[config.mk]
export PLATFORM = sky130hd
export DESIGN_NAME = pio_ports
export DESIGN_NICKNAME = d
export VERILOG_FILES = /design/src/pio_pkg.sv /design/src/pio_sync_if.sv /design/src/pio_pin_sync.sv /design/src/pio_ports.sv
export SDC_FILE = /design/constraint.sdc
export NUM_CORES = 1
export LEC_CHECK = 0
export BUFFER_PORTS_ARGS = -buffer_cell sky130_fd_sc_hd__clkbuf_2
export CORE_MARGIN = 5
export CORE_UTILIZATION = 49
export CTS_BUF_LIST = sky130_fd_sc_hd__clkbuf_8 sky130_fd_sc_hd__clkbuf_16
export CTS_CLUSTER_SIZE = 24
export DETAILED_ROUTE_END_ITERATION = 10
export HOLD_SLACK_MARGIN = 0.08
export PLACE_DENSITY = 0.73
export SYNTH_ARGS = -nofsm -noshare
export SYNTH_HDL_FRONTEND = slang
export SYNTH_SLANG_ARGS = --single-unit
[constraint.sdc]
create_clock -name clk -period 2.2 [get_ports clk]
set_clock_uncertainty 0.1 [all_clocks]
set_input_delay 0.44 -clock clk [delete_from_list [all_inputs] [get_ports clk]]
set_output_delay 0.44 -clock clk [all_outputs]
set_load 0.01 [all_outputs]
[src/pio_pkg.sv]
// Shared constants and types for the programmable general-purpose port block.
// Assumes one system clock with a synchronous active-low reset, and that
// pad cells outside resolve pin_out, pin_oe and pin_pullup into pin levels.
// How it works
// - Eighty-eight pins in eleven port groups, numbered zero to ten.
// - One direction bit per pin selects input or output.
// - Every data bit has an output latch and a separate pin-sampling read path.
// - Input pins read the sampled level; writes only load the latch.
// - Output pins read the latch, and the latch drives the pin.
// - One pull-up bit per four pins, applied only to pins in input mode.
// - Port eight bit five is input only, unpulled, reading the shared NMI pin.
// - A pin other than the NMI pin carrying a peripheral output is driven regardless of its direction bit.
// - An enabled D/A channel disables the pull-up on its pin.
// - In external-bus modes, direction bits of bus-control pins ignore writes.
// - In external-bus modes, data bits of bus-control pins ignore writes.
// - In external-bus modes, low-port pull-up bits stay writable but pull nothing.
// - With latch-read select set, port one reads its latch regardless of direction.
// - After reset every pin is an input until software sets it to output.

package pio_pkg;

	// ==========================================================
	// Geometry
	localparam int NUM_PORTS     = 11;
	localparam int PORT_WIDTH    = 8;
	localparam int NUM_PINS      = 88;
	localparam int PULL_GROUP    = 4;
	localparam int NUM_PULL_REGS = 3;
	localparam int PULL_BITS     = NUM_PULL_REGS * PORT_WIDTH;
	localparam int SYNC_STAGES   = 2;

	// ==========================================================
	// Special pins and ports
	localparam int NMI_PIN        = 69;
	localparam int LATCH_READ_PORT = 1;
	localparam int DAC0_PIN_DEF   = 75;
	localparam int DAC1_PIN_DEF   = 76;

	// Pins that own no pull-up resistor at all.
	localparam logic [87:0] NO_PULL_MASK    = 88'h0000200300000000000000;
	// Pins whose pull-up is cut in external-bus modes: ports 0-3, port 4 low nibble, port 5.
	localparam logic [87:0] EXT_NOPULL_MASK = 88'h0000000000FF0FFFFFFFFF;
	// Default set of pins that act as bus control lines in external-bus modes.
	localparam logic [87:0] BUS_CTRL_DEF    = 88'h0000000000FFFFFFFFFFFF;

	// ==========================================================
	// Values after reset
	localparam logic [87:0] DIR_RESET   = 88'h0000000000000000000000;
	localparam logic [87:0] LATCH_RESET = 88'h0000000000000000000000;
	localparam logic [23:0] PULL_RESET  = 24'h000000;
	localparam logic        PCR_RESET   = 1'h0;
	localparam int          PCR_LATCH_BIT = 0;

	// ==========================================================
	// Register selection on the write and read ports
	typedef enum logic [1:0] {
		PIO_SEL_DATA = 2'h0,
		PIO_SEL_DIR  = 2'h1,
		PIO_SEL_PULL = 2'h2,
		PIO_SEL_PCR  = 2'h3
	} pio_sel_e;

endpackage

[src/pio_sync_if.sv]
// Carrier between the port block and its pin synchroniser.
// Assumes both ends sit on the same system clock.
`timescale 1ns/1ps

interface pio_sync_if #(
	parameter int WIDTH = 88
);
	logic [WIDTH-1:0] raw;
	logic [WIDTH-1:0] level;

	modport src  (output raw, input level);
	modport sink (input raw, output level);
endinterface

[src/pio_pin_sync.sv]
// Two-stage synchroniser for the asynchronous pin levels.
// Assumes raw levels may change at any time relative to clk.
`timescale 1ns/1ps

module pio_pin_sync
	import pio_pkg::*;
#(
	parameter int WIDTH = NUM_PINS
)(
	input  wire logic       clk,
	input  wire logic       reset_n,
	pio_sync_if.sink        sync
);

	typedef struct packed {
		logic [WIDTH-1:0] stage1;
		logic [WIDTH-1:0] stage2;
	} pio_sync_s;

	pio_sync_s st_reg;
	pio_sync_s st_next;

	// ==========================================================
	// Stage one feeds only stage two, so a metastable sample never reaches logic.
	always_comb begin
		st_next        = st_reg;
		st_next.stage1 = sync.raw;
		st_next.stage2 = st_reg.stage1;
	end

	always_ff @(posedge clk) begin
		if (!reset_n) begin
			st_reg <= '0;
		end else begin
			st_reg <= st_next;
		end
	end

	assign sync.level = st_reg.stage2;

endmodule

[src/pio_ports.sv]
// Programmable general-purpose port block: direction, data latches,
// pull-up control, peripheral override and external-bus write locking.
// Assumes write and read requests, mode and peripheral signals come from
// logic on clk; only pin_in is asynchronous.
`timescale 1ns/1ps

module pio_ports
	import pio_pkg::*;
#(
	parameter logic [87:0] BUS_CTRL_MASK = BUS_CTRL_DEF,
	parameter int          DAC0_PIN      = DAC0_PIN_DEF,
	parameter int          DAC1_PIN      = DAC1_PIN_DEF
)(
	input  wire logic                clk,
	input  wire logic                reset_n,
	input  wire logic [NUM_PINS-1:0] pin_in,
	output logic      [NUM_PINS-1:0] pin_out,
	output logic      [NUM_PINS-1:0] pin_oe,
	output logic      [NUM_PINS-1:0] pin_pullup,
	input  wire logic                ext_bus_mode,
	input  wire logic [NUM_PINS-1:0] periph_out_en,
	input  wire logic [NUM_PINS-1:0] periph_out_val,
	input  wire logic [1:0]          dac_output_enable,
	input  wire logic                wr_en,
	input  wire pio_sel_e            wr_sel,
	input  wire logic [3:0]          wr_index,
	input  wire logic [7:0]          wr_data,
	input  wire pio_sel_e            rd_sel,
	input  wire logic [3:0]          rd_index,
	output logic      [7:0]          rd_data
);

	// ==========================================================
	// State
	typedef struct packed {
		logic [NUM_PINS-1:0]  port_direction_reg;
		logic [NUM_PINS-1:0]  port_data_reg;
		logic [PULL_BITS-1:0] pullup_ctrl;
		logic                 latch_read_select;
		logic [NUM_PINS-1:0]  pin_out;
		logic [NUM_PINS-1:0]  pin_oe;
		logic [NUM_PINS-1:0]  pin_pullup;
		logic [7:0]           rd_data;
	} pio_state_s;

	localparam pio_state_s STATE_RESET = '{
		port_direction_reg: DIR_RESET,
		port_data_reg:      LATCH_RESET,
		pullup_ctrl:        PULL_RESET,
		latch_read_select:  PCR_RESET,
		pin_out:            LATCH_RESET,
		pin_oe:             DIR_RESET,
		pin_pullup:         '0,
		rd_data:            8'h00
	};

	pio_state_s st_reg;
	pio_state_s st_next;

	// ==========================================================
	// Pin level synchroniser
	pio_sync_if #(.WIDTH(NUM_PINS)) sync_bus ();

	assign sync_bus.raw = pin_in;

	pio_pin_sync #(
		.WIDTH (NUM_PINS)
	) u_sync (
		.clk     (clk),
		.reset_n (reset_n),
		.sync    (sync_bus)
	);

	// ==========================================================
	// Per-pin drive, pull-up and read view
	logic [NUM_PINS-1:0] oe_calc;
	logic [NUM_PINS-1:0] out_calc;
	logic [NUM_PINS-1:0] pull_calc;
	logic [NUM_PINS-1:0] read_view;
	logic [NUM_PINS-1:0] dac_block;
	logic [NUM_PINS-1:0] bus_locked;

	for (genvar p = 0; p < NUM_PINS; p++) begin : g_pin
		localparam bit IS_NMI = (p == NMI_PIN);
		localparam bit IS_DA0 = (p == DAC0_PIN);
		localparam bit IS_DA1 = (p == DAC1_PIN);

		assign dac_block[p] = (IS_DA0 && dac_output_enable[0])
			|| (IS_DA1 && dac_output_enable[1]);

		// The shared NMI pin is never driven, whatever the direction bit holds.
		assign oe_calc[p] = !IS_NMI
			&& (st_reg.port_direction_reg[p] || periph_out_en[p]);

		assign out_calc[p] = periph_out_en[p] ? periph_out_val[p]
			: st_reg.port_data_reg[p];

		// A pull-up only makes sense on an undriven pin, so it follows the drive decision.
		assign pull_calc[p] = st_reg.pullup_ctrl[p / PULL_GROUP]
			&& !oe_calc[p]
			&& !NO_PULL_MASK[p]
			&& !(ext_bus_mode && EXT_NOPULL_MASK[p])
			&& !dac_block[p];

		assign read_view[p] = (st_reg.port_direction_reg[p] && !IS_NMI)
			? st_reg.port_data_reg[p]
			: sync_bus.level[p];

		assign bus_locked[p] = ext_bus_mode && BUS_CTRL_MASK[p];
	end

	// ==========================================================
	// Next state
	always_comb begin
		logic [6:0] wr_base;
		logic [6:0] rd_base;
		logic [6:0] bit_idx;
		logic [4:0] pull_base;
		logic [7:0] rd_word;

		wr_base   = {wr_index, 3'h0};
		rd_base   = {rd_index, 3'h0};
		bit_idx   = 7'h00;
		pull_base = {wr_index[1:0], 3'h0};
		rd_word   = 8'h00;
		st_next   = st_reg;

		// Software writes. Out-of-range indices are dropped without effect.
		if (wr_en) begin
			unique case (wr_sel)
				PIO_SEL_DATA: begin
					if (wr_index < 4'(NUM_PORTS)) begin
						for (int b = 0; b < PORT_WIDTH; b++) begin
							bit_idx = wr_base + 7'(b);
							// Input pins still take the write: only the latch is loaded.
							if (!bus_locked[bit_idx]) begin
								st_next.port_data_reg[bit_idx] = wr_data[b];
							end
						end
					end
				end
				PIO_SEL_DIR: begin
					if (wr_index < 4'(NUM_PORTS)) begin
						for (int b = 0; b < PORT_WIDTH; b++) begin
							bit_idx = wr_base + 7'(b);
							if (!bus_locked[bit_idx]) begin
								st_next.port_direction_reg[bit_idx] = wr_data[b];
							end
						end
					end
				end
				PIO_SEL_PULL: begin
					// Pull-up bits stay writable in every mode; the mode only gates the pads.
					if (wr_index < 4'(NUM_PULL_REGS)) begin
						for (int b = 0; b < PORT_WIDTH; b++) begin
							st_next.pullup_ctrl[pull_base + 5'(b)] = wr_data[b];
						end
					end
				end
				PIO_SEL_PCR: begin
					if (wr_index == 4'h0) begin
						st_next.latch_read_select = wr_data[PCR_LATCH_BIT];
					end
				end
			endcase
		end

		// Read path: the selected word is captured every cycle.
		unique case (rd_sel)
			PIO_SEL_DATA: begin
				if (rd_index < 4'(NUM_PORTS)) begin
					if (st_reg.latch_read_select && rd_index == 4'(LATCH_READ_PORT)) begin
						rd_word = st_reg.port_data_reg[rd_base +: 8];
					end else begin
						rd_word = read_view[rd_base +: 8];
					end
				end
			end
			PIO_SEL_DIR: begin
				if (rd_index < 4'(NUM_PORTS)) begin
					rd_word = st_reg.port_direction_reg[rd_base +: 8];
				end
			end
			PIO_SEL_PULL: begin
				if (rd_index < 4'(NUM_PULL_REGS)) begin
					rd_word = st_reg.pullup_ctrl[{rd_index[1:0], 3'h0} +: 8];
				end
			end
			PIO_SEL_PCR: begin
				if (rd_index == 4'h0) begin
					rd_word = {7'h00, st_reg.latch_read_select};
				end
			end
		endcase
		st_next.rd_data = rd_word;

		// Pad controls are registered so every output leaves a flip-flop.
		st_next.pin_out    = out_calc;
		st_next.pin_oe     = oe_calc;
		st_next.pin_pullup = pull_calc;
	end

	// ==========================================================
	// Registers
	always_ff @(posedge clk) begin
		if (!reset_n) begin
			st_reg <= STATE_RESET;
		end else begin
			st_reg <= st_next;
		end
	end

	// ==========================================================
	// Outputs
	assign pin_out    = st_reg.pin_out;
	assign pin_oe     = st_reg.pin_oe;
	assign pin_pullup = st_reg.pin_pullup;
	assign rd_data    = st_reg.rd_data;

endmodule

==> results of run 1 <==
## worst max path at each step
stage,endpoint,startpoint,depth (start not counted)
floorplan,rd_data[0]$_SDFF_PN0_,rd_index[0],8
global placement,rd_data[2]$_SDFF_PN0_,rd_index[1],8
detailed placement,rd_data[2]$_SDFF_PN0_,rd_index[1],8
CTS,rd_data[3]$_SDFF_PN0_,st_reg[272]$_SDFFE_PN0P_,7
global route,rd_data[6]$_SDFF_PN0_,st_reg[272]$_SDFFE_PN0P_,7
finish,rd_data[3]$_SDFF_PN0_,st_reg[272]$_SDFFE_PN0P_,7
## power groups by stage
| stage | combinational [mW] | clock, mW | sequential (mW) |
|---|---|---|---|
| 6_report | 2.18 | 11.1 | 12.1 |
| 5_1_grt | 2.32 | 11.7 | 12.1 |
| 4_1_cts | 2.13 | 11.2 | 12.1 |
| 3_5_place_dp | 1.73 | 0 | 12.4 |
| 3_3_place_gp | 1.71 | 0 | 12.4 |
| 2_1_floorplan | 1.03 | 0 | 12.3 |
## routing by layer
metal	vias to the layer above	routed length (um)	part of all wire, %
li1	9543	-	-
met1	10095	35420	40
met2	1119	43320	48
met3	249	7039	7.9
met4	0	3675	4.1
met5	-	0	0
## worst register-to-register path, cell delays in order (launching register included)
cell and delay [ns]:
dfxtp_1 0.35, nor3b_4 0.26, buf_12 0.18, buf_4 0.21
nor2_1 0.08, mux2i_1 0.38, a221oi_1 0.15, a32o_1 0.24
## layout by cell type, fill, tap and decap left out, drive strengths merged, types with 5 or more instances in the layout
cell / n
o311a: 6
nor2b: 20
inv: 24
mux4: 16
diode: 10
o21ai: 29
a211o: 5
nor2: 399
a22oi: 6
buf: 116
clkinv: 11
a211oi: 15
mux2i: 260
nor3: 94
a32o: 5
dlygate4sd3: 276
and2: 181
nand2b: 8
o2bb2ai: 7
a21oi: 111
nand3b: 5
nand2: 148
clkbuf: 636
o221ai: 5
nor4: 8
mux2: 16
o31ai: 8
nand3: 98
dfxtp: 645
## through the flow
stage | std cells | area (um^2) | setup slack (ns) | TNS (ns) | hold WS [ns]
6_report | 3897 | 32000 | 0.1378 | 0 | 0.1427
3_3_place_gp | 3498 | 27070 | -0.1005 | -0.2318 | 0.3154
2_1_floorplan | 2572 | 24830 | 0.1150 | 0 | 0.3119
3_5_place_dp | 3498 | 27070 | -0.07687 | -0.6449 | 0.3184
4_1_cts | 3887 | 31980 | 0.1995 | 0 | 0.09957
5_1_grt | 3896 | 32000 | 0.1163 | 0 | 0.1767
## area by class of cell
type,instances,area share (%)
sequential,645,40.35
multi-input combinational,1501,28.97
timing repair buffer,946,21.14
clock buffer,82,5.920
tap,672,2.627
clock inverter,31,0.7781
inverter,10,0.1408
antenna,10,0.07820
## timing repair
item,CTS,global route
setup endpoints to repair,0,0
hold buffers,276,0
hold endpoints to repair,347,0
## logic make-up after synthesis
group	after synthesis
buf+inv	426
mux	292
compound gates	230
other cells	1
simple gates	975
flops	645
==> run metrics, run 1 <==
status finished clean; Buffers & Inverters on Critical Path 2; family with the most delay on the worst path buffers and inverters; R2R Setup Slk approximately 0.14 ns; Reg clk slew, reported paths around 0.060 ns; clk buf depth 3; worst skew pair latency between 0.6 and 0.7 ns; Rel. slew slack 28.96%; clock sinks roughly 650; # rows between 80 and 90; register area share after synthesis between 50% and 60%; RR Endpoint rd_data[3]$_SDFF_PN0_; total internal power ~19 mW; Hold Crit Depth 3; core area roughly 50000 um^2; # fillers 3889; crit-path max FO 14; I/O pins between 500 and 600; Synth Area in Compound Gates between 5 and 6%; crit path time final between 2 and 2.5 ns; largest net degree at the start of global routing roughly 140; Synth top area share a little over half; CTS buffer count 66; crit-path max cell delay about 0.38 ns; largest family of logic cells by synthesized area simple AND/OR/NAND/NOR gates; GP Congestion approximately 0.96; via/cell ratio 5.390; PnR Total Power 25.36 mW; fin crit share a little over nine tenths; CP max-delay cell mux2i_1; #FFs+latches synth 645; cells on worst reg2reg path 7; synthesized area per cell roughly 9.7 um^2; crit start category flip-flop; Port Buffers ~560; fin. max-slew vios 0; Clock Power Share 43.7%; total global routing overflow 0; f_max approximately 0.48 GHz; drt drc 0; r2r startpoint st_reg[272]$_SDFFE_PN0P_; CTS tree done; Seq pwr share between 40 and 50%; post-layout util between 60% and 70%; final setup vio count 0; power per cell area between 700 and 800 nW/um^2; DP HPWL 63400 um; nets@finish 3460; xor/xnor share of the synthesized area 0%; Comb power frac approximately 8.6%; asr flop ratio synth 0%; max reg flops roughly 200; Distinct cells, synth 68; Layout area overhead 28.96%; post-CTS sizing 0; min-delay src periph_out_val[42]; Main synth FF type dfxtp_1; Crit path required time around 2.6 ns; Die W between 200 and 250 um; vias in the first global route 21481; critical path capture point type flip-flop; WL final 89460 um; Setup CP Type flip-flop to flip-flop; Leak around 14 nW; post-synthesis adder-cell area fraction 0%; hold endpoint pin_out[42]$_SDFF_PN0_; leading area contributor after synthesis dfxtp_1; Sw Share 23.19%; Syn. warnings 0; register area 12910 um^2; global-route met3 utilization under 10%; Die H between 200 and 250 um; share of layout cells above drive strength 1 25.82%; final hold viol count 0; Routed wire per std cell 22.95 um; worst slew pin tran about 1.1 ns; DRT iter0 DRCs around 1800; mux share of post-synthesis cell area between 10% and 20%; synth top area cells dfxtp_1 52%, mux2i_1 10%, buf_4 8.2%; commonest cells in the netlist 645 x dfxtp_1, 392 x nor2_1, 272 x buf_4, 260 x mux2i_1, 180 x and2_1; CTS root buf clkbuf_16; Antenna Nets Post-Route 0; Cells after Synth 2569; Post-synth EDFFs 0; initial antenna violation count 11; First-pass DRT Iterations 6; Total GRT Usage a little under a third; Most Crowded Layer GR met2; top-count cell post-synth dfxtp_1; area of the multi-input gates 9270 um^2; postcts setup bufs 0; Die Area between 50000 and 60000 um^2; GR met1 Demand/Resource 38.97%; RSZ-0062 raised after global routing no; via count approximately 21000; CP Cell Sequence nor3b_4 -> buf_12 -> buf_4 -> nor2_1 -> mux2i_1 -> a221oi_1 -> a32o_1; Critical Path AT between 2 and 2.5 ns; worst vdd ir 0.6212 mV; Post-Synth Simple-Gate Area about a fifth; Hold Path Class input port to flip-flop; first-pass GRT wire length 133700 um; Clock H-tree levels 3; Post-Syn Area approximately 25000 um^2; maxcap violations 0; Initial Util 49.46%; switching power 5.880 mW; grt met2 use a little over half
Power figures use the tool's default switching activity.
==> inputs of run 2 (changes only) <==
--- a/config.mk
+++ b/config.mk
@@ -8,10 +8,11 @@
 export BUFFER_PORTS_ARGS = -buffer_cell sky130_fd_sc_hd__clkbuf_2
 export CORE_MARGIN = 5
-export CORE_UTILIZATION = 49
+export CORE_UTILIZATION = 50
 export CTS_BUF_LIST = sky130_fd_sc_hd__clkbuf_8 sky130_fd_sc_hd__clkbuf_16
 export CTS_CLUSTER_SIZE = 24
 export DETAILED_ROUTE_END_ITERATION = 10
 export HOLD_SLACK_MARGIN = 0.08
-export PLACE_DENSITY = 0.73
+export PLACE_DENSITY = 0.72
+export SLEW_MARGIN = 20
 export SYNTH_ARGS = -nofsm -noshare
 export SYNTH_HDL_FRONTEND = slang
==> constraint.sdc (replaced) <==
create_clock -name clk -period 2.3 [get_ports clk]
set_clock_uncertainty 0.1 [all_clocks]
set_input_delay 0.23 -clock clk [delete_from_list [all_inputs] [get_ports clk]]
set_output_delay 0.23 -clock clk [all_outputs]
set_load 0.01 [all_outputs]
==> run metrics, run 2 (same netlist as run 1, synthesis figures left out) <==
Hold Path Class input port to flip-flop; CP max-delay cell o21ai_0; CTS buffer count between 60 and 70; maxcap violations 0; Crit path required time 2.75 ns; final hold viol count 0; Buffers & Inverters on Critical Path 1; min-delay src rd_index[3]; core area just under 50000 um^2; Post-DP Area approximately 26000 um^2; max reg flops around 200; hold endpoint rd_data[2]$_SDFF_PN0_; PnR Total Power ~25 mW; Setup WS pre-CTS roughly 0.14 ns; RR Endpoint rd_data[6]$_SDFF_PN0_; crit path time final between 2 and 2.5 ns; f_max roughly 0.46 GHz; post-CTS sizing 0; largest net degree at the start of global routing 120; via/cell ratio 5.362; total global routing overflow 0; crit-path max FO 9; Antenna Nets Post-Route 0; # fillers around 3900; GP Congestion between 0.9 and 1; Die W roughly 230 um; Port Buffers 557; cells on worst reg2reg path 6; family with the most delay on the worst path compound AO/OA/AOI/OAI gates; Critical Path AT between 2 and 3 ns; Leak 13.70 nW; clk buf depth 3; Hold Crit Depth 4; CP Cell Sequence nor3b_4 -> buf_4 -> o21ai_0 -> o311a_1 -> o21ai_0 -> a32o_1; RSZ-0062 raised after global routing no; Setup CP Type flip-flop to flip-flop; Final Cell Area roughly 32000 um^2; DP HPWL around 61000 um; Initial Util 50.59%; fin crit share ~95%; Die Area roughly 54000 um^2; clock sinks roughly 650; TNS Setup 0 ns; CTS tree done; WL final between 80000 and 90000 um; Rel. slew slack 33.83%; Layout area overhead 27.14%; worst vdd ir ~0.63 mV; first-pass GRT wire length 129800 um; via count between 20000 and 25000; status finished clean; most common cell after layout, fill and taps aside dfxtp_1; drt drc 0; Routed wire per std cell approximately 23 um; most frequent cell on the critical path o21ai_0; vias in the first global route 20848; I/O pins between 500 and 600; worst slew pin tran 0.9926 ns; fin. max-slew vios 0; final setup vio count 0; Total GRT Usage between 30% and 40%; critical path capture point type flip-flop; crit-path max cell delay about 0.55 ns; # rows between 80 and 90; most frequent cells in the layout 645 x dfxtp_1, 554 x clkbuf_2, 391 x nor2_1; worst skew pair latency 0.62 ns; crit start category flip-flop; power per cell area 776.8 nW/um^2; nets@finish roughly 3400; initial antenna violation count 8; CP startpoint st_reg[272]$_SDFFE_PN0P_; CTS root buf clkbuf_16; share of layout cells above drive strength 1 24.53%; First-pass DRT Iterations 6; r2r startpoint st_reg[272]$_SDFFE_PN0P_; Die H 232.8 um; R2R Setup Slk around 0.12 ns; Reg clk slew, reported paths ~0.060 ns; DRT iter0 DRCs approximately 2000; Clock H-tree levels 3; final worst slack between 0.1 and 0.15 ns
## run 2: stage by stage
stage          hold WS (ns)  util [%]  std cells
2_1_floorplan        0.2068         -       2572
3_3_place_gp         0.3010     53.80       3436
3_5_place_dp         0.3054     53.80       3436
4_1_cts             0.08078     64.28       3844
5_1_grt              0.1205     64.32       3852
6_report             0.1092     64.32       3852
## run 2: worst min-delay path: cells and delay by family
kind / cells / cell delay, ns
and+or+nand+nor: 2 / 0.20
buffers and inverters: 1 / 0.20
AOI/OAI and AO/OA: 1 / 0.14
## run 2: metal layers
layer  global-route usage, %  vias to the layer above  routed length (um)
li1                        -                     9454                   -
met1                   39.83                     9915               34730
met2                   52.53                     1069               42140
met3                   6.602                      216                7340
met4                   13.11                        0                3600
met5                       0                        -                   0
## run 2: area by class of cell
class	count	area, um^2	area share (%)
Sequential cell	645	12910	40.93
Multi-Input combinational cell	1501	9270	29.38
Timing Repair Buffer	906	6236	19.77
Clock buffer	88	2011	6.373
Tap cell	664	830.8	2.633
Clock inverter	30	224.0	0.7099
Inverter	10	45.04	0.1428
Antenna cell	8	20.02	0.06345
## run 2: power by group
part	internal, mW	total (mW)	switching, mW
clock network	6.46	10.9	4.47
logic	0.927	1.99	1.07
registers	11.5	11.6	0.108
## run 2: worst max path at each step
stage,to,depth (start not counted),slack [ns]
2_1_floorplan,rd_data[0]$_SDFF_PN0_,8,0.42
3_3_place_gp,rd_data[2]$_SDFF_PN0_,7,0.08
3_5_place_dp,rd_data[4]$_SDFF_PN0_,6,0.14
4_1_cts,rd_data[6]$_SDFF_PN0_,6,0.21
5_1_grt,pin_pullup[7]$_SDFF_PN0_,7,0.09
6_report,rd_data[6]$_SDFF_PN0_,6,0.12
## run 2: repair_timing
action	CTS	global route
hold buffers	290	0
setup buffers	0	0
hold endpoints to repair	371	0
